[src/include/mpe_pkg.sv]
// ----------------------------------------
// Magnetic post-processing constants
// ----------------------------------------
package mpe_pkg;
  // Register addresses
  localparam logic [7:0] ADDR_CTRL3 = 8'h5D;
  localparam logic [7:0] ADDR_SRC = 8'h5E;
  localparam logic [7:0] CTRL3_RESET = 8'h00;
  localparam logic [7:0] SRC_RESET = 8'h00;
  // Control field positions
  localparam int CTRL3_RAW = 7;
  localparam int CTRL3_SOS_LO = 4;
  localparam int CTRL3_THS_UPD = 3;
  localparam int CTRL3_ST_Z = 2;
  localparam int CTRL3_ST_XY_LO = 0;
  // Source flag positions
  localparam int SRC_THS = 2;
  localparam int SRC_VECM = 1;
  localparam int SRC_DRDY = 0;
  // Decimation table
  localparam logic [10:0] DECIM_BASE = 11'h010;
  localparam logic [10:0] DECIM_MIN = 11'h002;
  localparam logic [2:0] ODR_800 = 3'h0;
  // Right shift of the 1.56 Hz column for each rate code
  localparam logic [3:0] DECIM_SHIFT [8] = '{4'h9, 4'h8, 4'h7, 4'h6, 4'h5, 4'h3, 4'h2, 4'h0};
endpackage

[src/design/mpe_postprocess.sv]
`timescale 1ns/1ps
`default_nettype none
// What this block does
// - Raw bit clear: subtract stored offsets
// - Raw bit set: pass samples unchanged
// - Auto-sleep uses separate oversample code
// - Update select 0: refresh all axes
// - Update select 1: refresh triggering axis
// - Z self-test follows its enable bit
// - XY self-test on when field nonzero
// - Decimation from rate and oversample table
// - Threshold flag in source bit 2
// - Vector flag in source bit 1
// - Data-ready flag in source bit 0
// - Distance above threshold past debounce: event
// - Zero reference gives absolute magnitude check
// - Vector references kept internal, unreadable
// - Latched vector flag cleared on source read
// - Active state uses active oversample code
module mpe_postprocess #(
  parameter int DATA_W = 16
) (
  // Clock and reset
  input wire logic ref_clk_i,
  input wire logic reset_n_i,
  // Register access from serial interface
  input wire logic [7:0] reg_addr_i,
  input wire logic reg_wr_i,
  input wire logic [7:0] reg_wdata_i,
  input wire logic reg_rd_i,
  output logic [7:0] reg_rdata_o,
  // Sensor operating state
  input wire logic auto_sleep_i,
  input wire logic [2:0] odr_code_i,
  input wire logic [2:0] active_oversample_code_i,
  // Raw samples and stored offsets
  input wire logic sample_valid_i,
  input wire logic [DATA_W-1:0] mag_x_i,
  input wire logic [DATA_W-1:0] mag_y_i,
  input wire logic [DATA_W-1:0] mag_z_i,
  input wire logic [DATA_W-1:0] off_x_i,
  input wire logic [DATA_W-1:0] off_y_i,
  input wire logic [DATA_W-1:0] off_z_i,
  // Threshold detector events
  input wire logic ths_event_i,
  input wire logic [2:0] ths_axis_i,
  // Vector-magnitude configuration
  input wire logic vecm_en_i,
  input wire logic vecm_latch_en_i,
  input wire logic vecm_init_mode_i,
  input wire logic vecm_upd_dis_i,
  input wire logic [14:0] vecm_ths_i,
  input wire logic [7:0] vecm_dbcnt_i,
  input wire logic [DATA_W-1:0] vecm_init_x_i,
  input wire logic [DATA_W-1:0] vecm_init_y_i,
  input wire logic [DATA_W-1:0] vecm_init_z_i,
  // Processed outputs
  output logic out_valid_o,
  output logic [DATA_W-1:0] out_x_o,
  output logic [DATA_W-1:0] out_y_o,
  output logic [DATA_W-1:0] out_z_o,
  output logic [2:0] os_code_o,
  output logic [10:0] decim_count_o,
  output logic z_selftest_o,
  output logic xy_selftest_o,
  output logic [2:0] ths_ref_update_o
);

  localparam int SQ_W = 2 * DATA_W + 2;
  localparam int SUM_W = SQ_W + 2;

  if (DATA_W < 16 || DATA_W > 24)
  begin : g_chk
    $error("DATA_W must be 16 to 24");
  end

  // Square of a signed difference
  function automatic logic [SQ_W-1:0] sq(input logic signed [DATA_W:0] d);
    logic signed [SQ_W-1:0] p;
    p = SQ_W'(d) * SQ_W'(d);
    return SQ_W'(p);
  endfunction

  // Signed difference of two samples
  function automatic logic signed [DATA_W:0] dif(input logic [DATA_W-1:0] a,
                                                 input logic [DATA_W-1:0] b);
    return $signed({a[DATA_W-1], a}) - $signed({b[DATA_W-1], b});
  endfunction

  // ----------------------------------------
  // Control register
  // ----------------------------------------
  logic [7:0] ctrl3_reg;
  logic [2:0] src_reg;
  logic src_read;
  assign src_read = reg_rd_i && (reg_addr_i == mpe_pkg::ADDR_SRC);

  // Write of the third magnetic control register
  always_ff @(posedge ref_clk_i)
  begin
    if (!reset_n_i)
      ctrl3_reg <= mpe_pkg::CTRL3_RESET;
    else if (reg_wr_i && reg_addr_i == mpe_pkg::ADDR_CTRL3)
      ctrl3_reg <= reg_wdata_i;
  end

  // Read data, unmapped addresses read zero
  always_ff @(posedge ref_clk_i)
  begin
    if (!reset_n_i)
      reg_rdata_o <= mpe_pkg::SRC_RESET;
    else if (reg_rd_i)
    begin
      if (reg_addr_i == mpe_pkg::ADDR_CTRL3)
        reg_rdata_o <= ctrl3_reg;
      else if (reg_addr_i == mpe_pkg::ADDR_SRC)
        reg_rdata_o <= {5'h00, src_reg};
      else
        reg_rdata_o <= 8'h00;
    end
  end

  // ----------------------------------------
  // Sample path and settings
  // ----------------------------------------
  // Offset application or bypass
  always_ff @(posedge ref_clk_i)
  begin
    if (!reset_n_i)
    begin
      out_valid_o <= 1'b0;
      out_x_o <= '0;
      out_y_o <= '0;
      out_z_o <= '0;
    end
    else
    begin
      out_valid_o <= sample_valid_i;
      if (sample_valid_i)
      begin
        if (ctrl3_reg[mpe_pkg::CTRL3_RAW])
        begin
          out_x_o <= mag_x_i;
          out_y_o <= mag_y_i;
          out_z_o <= mag_z_i;
        end
        else
        begin
          out_x_o <= mag_x_i - off_x_i;
          out_y_o <= mag_y_i - off_y_i;
          out_z_o <= mag_z_i - off_z_i;
        end
      end
    end
  end

  // Oversample selection and decimation lookup
  logic [2:0] os_sel;
  logic [10:0] dec_raw;
  always_comb
  begin
    os_sel = auto_sleep_i ? ctrl3_reg[mpe_pkg::CTRL3_SOS_LO +: 3] : active_oversample_code_i;
    // table as shifted 1.56 Hz column
    dec_raw = (mpe_pkg::DECIM_BASE << ((os_sel == 3'h0) ? 3'h0 : os_sel - 3'h1))
              >> mpe_pkg::DECIM_SHIFT[odr_code_i];
  end

  // Registered settings and self-test enables
  always_ff @(posedge ref_clk_i)
  begin
    if (!reset_n_i)
    begin
      os_code_o <= 3'h0;
      decim_count_o <= mpe_pkg::DECIM_MIN;
      z_selftest_o <= 1'b0;
      xy_selftest_o <= 1'b0;
    end
    else
    begin
      os_code_o <= os_sel;
      decim_count_o <= (dec_raw < mpe_pkg::DECIM_MIN) ? mpe_pkg::DECIM_MIN : dec_raw;
      z_selftest_o <= ctrl3_reg[mpe_pkg::CTRL3_ST_Z];
      xy_selftest_o <= (ctrl3_reg[mpe_pkg::CTRL3_ST_XY_LO +: 2] != 2'b00);
    end
  end

  // Threshold reference update strobes, one cycle after each event cycle
  always_ff @(posedge ref_clk_i)
  begin
    if (!reset_n_i)
      ths_ref_update_o <= 3'h0;
    else if (!ths_event_i)
      ths_ref_update_o <= 3'h0;
    else if (ctrl3_reg[mpe_pkg::CTRL3_THS_UPD])
      ths_ref_update_o <= ths_axis_i;
    else
      ths_ref_update_o <= 3'h7;
  end

  // ----------------------------------------
  // Vector-magnitude detector
  // ----------------------------------------
  // references have no read path
  logic [DATA_W-1:0] ref_x_reg, ref_y_reg, ref_z_reg;
  logic en_d_reg;
  logic [7:0] cnt_reg;
  logic vecm_evt_reg;
  logic [SUM_W-1:0] dist_sq;
  logic above;
  assign dist_sq = SUM_W'(sq(dif(out_x_o, ref_x_reg))) + SUM_W'(sq(dif(out_y_o, ref_y_reg)))
                   + SUM_W'(sq(dif(out_z_o, ref_z_reg)));
  assign above = dist_sq > SUM_W'({15'h0000, vecm_ths_i} * {15'h0000, vecm_ths_i});

  // Debounce counting and event
  always_ff @(posedge ref_clk_i)
  begin
    if (!reset_n_i || !vecm_en_i)
    begin
      cnt_reg <= 8'h00;
      vecm_evt_reg <= 1'b0;
    end
    else if (out_valid_o)
    begin
      // reset debounce at or below threshold
      if (!above)
      begin
        cnt_reg <= 8'h00;
        vecm_evt_reg <= 1'b0;
      end
      else
      begin
        if (cnt_reg != 8'hFF)
          cnt_reg <= cnt_reg + 8'h01;
        vecm_evt_reg <= (cnt_reg >= vecm_dbcnt_i);
      end
    end
  end

  // Reference load on enable and update on event
  always_ff @(posedge ref_clk_i)
  begin
    if (!reset_n_i)
    begin
      en_d_reg <= 1'b0;
      ref_x_reg <= '0;
      ref_y_reg <= '0;
      ref_z_reg <= '0;
    end
    else
    begin
      en_d_reg <= vecm_en_i;
      if (vecm_en_i && (!en_d_reg || (vecm_init_mode_i && vecm_upd_dis_i)) && vecm_init_mode_i)
      begin
        ref_x_reg <= vecm_init_x_i;
        ref_y_reg <= vecm_init_y_i;
        ref_z_reg <= vecm_init_z_i;
      end
      else if (vecm_en_i && (!en_d_reg || (vecm_evt_reg && !vecm_upd_dis_i)))
      begin
        ref_x_reg <= out_x_o;
        ref_y_reg <= out_y_o;
        ref_z_reg <= out_z_o;
      end
    end
  end

  // ----------------------------------------
  // Event source flags
  // ----------------------------------------
  // Sticky flags (vector flag only when latched), set wins over read clear
  always_ff @(posedge ref_clk_i)
  begin
    if (!reset_n_i)
      src_reg <= 3'h0;
    else
    begin
      src_reg[mpe_pkg::SRC_THS] <= ths_event_i || (src_reg[mpe_pkg::SRC_THS] && !src_read);
      src_reg[mpe_pkg::SRC_DRDY] <= sample_valid_i || (src_reg[mpe_pkg::SRC_DRDY] && !src_read);
      // latched until read, else real time
      if (vecm_latch_en_i)
        src_reg[mpe_pkg::SRC_VECM] <= vecm_evt_reg || (src_reg[mpe_pkg::SRC_VECM] && !src_read);
      else
        src_reg[mpe_pkg::SRC_VECM] <= vecm_evt_reg;
    end
  end
endmodule
`default_nettype wire

[config.mk]
export PLATFORM = sky130hd
export DESIGN_NAME = mpe_postprocess
export DESIGN_NICKNAME = d
export VERILOG_FILES = /design/src/include/mpe_pkg.sv /design/src/design/mpe_postprocess.sv
export SDC_FILE = /design/constraint.sdc
export NUM_CORES = 2
export LEC_CHECK = 0
export BUFFER_PORTS_ARGS = -buffer_cell sky130_fd_sc_hd__buf_2
export CAP_MARGIN = 20
export CORE_MARGIN = 10
export CORE_UTILIZATION = 45
export CTS_BUF_LIST = sky130_fd_sc_hd__clkbuf_16
export CTS_CLUSTER_DIAMETER = 100
export DETAILED_ROUTE_END_ITERATION = 8
export GPL_ROUTABILITY_DRIVEN = 0
export HOLD_SLACK_MARGIN = 0.1
export PLACE_DENSITY = 0.61
export SYNTH_ARGS = -nofsm -noshare
export SYNTH_HDL_FRONTEND = slang
export SYNTH_SLANG_ARGS = --single-unit
[constraint.sdc]
create_clock -name ref_clk_i -period 25.9 [get_ports ref_clk_i]
set_clock_uncertainty 0.15 [all_clocks]
set_input_delay 0 -clock ref_clk_i [delete_from_list [all_inputs] [get_ports ref_clk_i]]
set_output_delay 0 -clock ref_clk_i [all_outputs]
set_load 0.02 [all_outputs]
==> flow_summary.ini <==
[routing]
vias = 39051
first_pass_iters = 7
drt_iter0_drc = 2362
routed_wl_um = 130000
drc_errors = 0
routedWlPerCell_um = 17.4
ant_nets = 0
via_per_inst = 5.23

[synth]
synth_fp_nets = 7370
synth-seq-area-share_pct = 5.89
yosys.area_share.simple_pct = 11.7
synth_compound_gate_area_share_pct = 12.5
ys_ff_latch = 145
synthMuxAreaShare_pct = 0.789
yosys.area_share.adder_pct = 53.1
synth-edff-count = 0
synthesis.area_mm2 = 0.0493
synth_cell_type_count = 83
avgSynthCellArea_um2 = 8.70
async_flop_share_pct = 0
synth-main-ff-cell = dfxtp_1
yosys_warnings = 0
synth_top_family_by_area = adder cells
synth_xor_area_share_pct = 3.98
syn-instance-count = 5667

[critical_path]
worstPathArrival_ps = 14420
end_kind = flop
crit_buf_inv = 7
path_common_cell = fa_1
path_delay_family = adder cells
r2r_slack_ps = 11690
path_class = reg2reg
r2r-end = cnt_reg[2]$_SDFFE_PP0P_
start_kind = flop
worstPathMaxFanout = 17
cpPeakStageDelay_ps = 830
reg2reg_depth = 54
worstPathRequired_ps = 26110
r2r-start = out_z_o[0]$_SDFFE_PN0P_
slowest_stage = clkinv_1

[worst_hold_path]
whs_path_depth = 5
hold_start = off_x_i[1]
hold_end = out_x_o[2]$_SDFFE_PN0P_
hold_class = in2reg

[clock_tree]
insertion_delay_ps = 500
cts_buffers = 25
cts.htree.levels = 4
tritoncts = built
clockRootBuffer = clkbuf_16
cts_max_path_buffers = 3
clock-sinks = 145
post_cts.repair.setup_buffers = 0
clk_pin_slew_ps = 60

[global_route]
grt_overflow_total = 0
grt_use_total_pct = 21.6
antenna_found_initial = 2
grt_max_degree = 90
grt_pass1_vias = 41171
grt_pass1_wl_um = 216000

[timing]
tns_ps = 0
max-slew-margin-rel_pct = 25.3
rsz0062_at_grt = no
setup_viol = 0
max_freq_mhz = 70.4
finalMaxSlewViolations = 0
timing_hold_violations_final = 0
tightest_slew_ps = 1120
layout_min_cycle_time_ps = 14210
post-route-period-util_pct = 54.9

[floorplan]
die_x_um = 351
initial_utilization_pct = 45.3
ioPinCount = 279
fp.dieH_um = 351
die_area_mm2 = 0.123
core.rowCount = 121
core_mm2 = 0.109

[run]
maxCapViolCount = 0

[layout]
finalNetCount = 7740
drive_gt1_share_pct = 6.90
syn2layout_area_growth_pct = 11.2

[status]
status = completed

[placement]
hpwl_um = 110000
port-buffer-count = 278
routing by layer:
metal	GRT usage, %	up-vias	share of wire (%)
met1	28.6	19340	43
met3	2.75	141	6.0
met4	4.82	2	2.2
met5	0	-	0.0054
met2	37.4	1153	49
li1	-	18415	-
worst max path at each step:
stage,from,endpoint,slack [ps],cells after the start
after floorplan,out_z_o[0]$_SDFFE_PN0P_,cnt_reg[2]$_SDFFE_PP0P_,13660,54
after global routing,out_z_o[0]$_SDFFE_PN0P_,cnt_reg[2]$_SDFFE_PP0P_,10590,54
after global placement,out_z_o[0]$_SDFFE_PN0P_,cnt_reg[2]$_SDFFE_PP0P_,12320,54
final,out_z_o[0]$_SDFFE_PN0P_,cnt_reg[2]$_SDFFE_PP0P_,11690,54
after CTS,out_z_o[0]$_SDFFE_PN0P_,cnt_reg[2]$_SDFFE_PP0P_,11840,54
after detailed placement,out_z_o[0]$_SDFFE_PN0P_,cnt_reg[2]$_SDFFE_PP0P_,11910,54
synth_stat cells, types with 7 or more instances:
cell | number | area share, %
o21bai_1 | 25 | 0.38
and3_1 | 28 | 0.36
a21oi_1 | 231 | 2.3
mux2i_1 | 31 | 0.63
nor2b_1 | 72 | 0.91
nor3b_1 | 7 | 0.11
or3_1 | 13 | 0.16
o211ai_1 | 29 | 0.44
inv_1 | 1401 | 11
nand2b_1 | 35 | 0.44
ha_1 | 512 | 13
a211o_1 | 8 | 0.14
o22ai_1 | 7 | 0.089
nor2_1 | 377 | 2.9
clkbuf_1 | 164 | 1.2
nor4_1 | 13 | 0.16
nand3_1 | 45 | 0.46
nor3_1 | 53 | 0.54
clkinv_1 | 10 | 0.076
xnor2_1 | 134 | 2.4
nand4_1 | 17 | 0.22
a211oi_1 | 14 | 0.21
a22oi_1 | 8 | 0.12
o2111ai_1 | 12 | 0.21
nand2_1 | 463 | 3.5
and2_1 | 90 | 1.1
nand3b_1 | 11 | 0.17
dfxtp_1 | 145 | 5.9
o31ai_1 | 20 | 0.30
a311oi_1 | 13 | 0.23
a21o_1 | 91 | 1.4
o211a_1 | 22 | 0.45
o221ai_1 | 49 | 0.87
o311ai_0 | 17 | 0.30
o21a_1 | 31 | 0.47
a31o_2 | 7 | 0.12
mux2_2 | 7 | 0.16
xor2_1 | 88 | 1.6
a31oi_1 | 50 | 0.63
a21boi_0 | 63 | 0.96
buf_1 | 8 | 0.061
fa_1 | 988 | 40
o21ai_0 | 156 | 1.6
or2_2 | 27 | 0.34
cell families (layout without fill, tap and decap cells):
family,after synthesis,count (layout)
multiplexers,38,38
AO/OA/AOI/OAI,910,910
XOR/XNOR,223,223
other,0,3
AND/OR/NAND/NOR,1266,1266
flip-flops,145,145
buffers and inverters,1585,1961
adder cells (fa/ha/maj),1500,1500
timing repair:
action	in CTS	in global routing
hold buffers	195	0
resized for setup	0	0
hold endpoints to repair	143	0
worst reg2reg max path: cells and delay by family (launching register included):
| family | cells | cell delay (ps) |
|---|---|---|
| compound gates | 18 | 3980 |
| simple gates | 14 | 2310 |
| buf+inv | 7 | 1230 |
| fa+ha+maj | 12 | 4780 |
| flops | 1 | 370 |
| xor+xnor | 3 | 1250 |
per-stage QoR:
stage / hold slack [ps] / area [um2] / utilization (%) / setup WS [ps] / std cells
floorplan: -16.5 / 49300 / - / 13660 / 5667
global placement: 108 / 52200 / 48.0 / 12320 / 7228
detailed placement: 112 / 52200 / 48.0 / 11910 / 7228
CTS: 101 / 54800 / 50.4 / 11840 / 7456
global route: 143 / 54800 / 50.4 / 10590 / 7457
finish: 125 / 54800 / 50.4 / 11690 / 7460
layout make-up:
| cell class | instances | area, um2 |
|---|---|---|
| multi-input cells | 3937 | 40500 |
| fillers | 10262 | 54000 |
| repair buffers | 516 | 3670 |
| diodes | 3 | 7.51 |
| flip-flops and latches | 145 | 2900 |
| inverters | 1412 | 5300 |
| clock inverters | 8 | 35.0 |
| clock buffers | 25 | 626 |
| well taps | 1414 | 1770 |
cells in the final DEF, fill, tap and decap left out, types with 35 or more instances in the layout:
master and count:
dfxtp_1 144, nor2_1 376, a21boi_0 63, xnor2_1 132
ha_1 512, xor2_1 86, buf_2 277, o21ai_0 154
inv_1 1404, buf_4 44, nor2b_1 72, nand2_1 462
a31oi_1 50, dlygate4sd3_1 195, nand2b_1 35, and2_1 90
nand3_1 45, a21oi_1 230, nor3_1 53, o221ai_1 49
fa_1 988, a21o_1 91
Power is left out: the tool's default activity adds up to more than one toggle a clock period on the data nets, which glitch-free logic cannot reach.
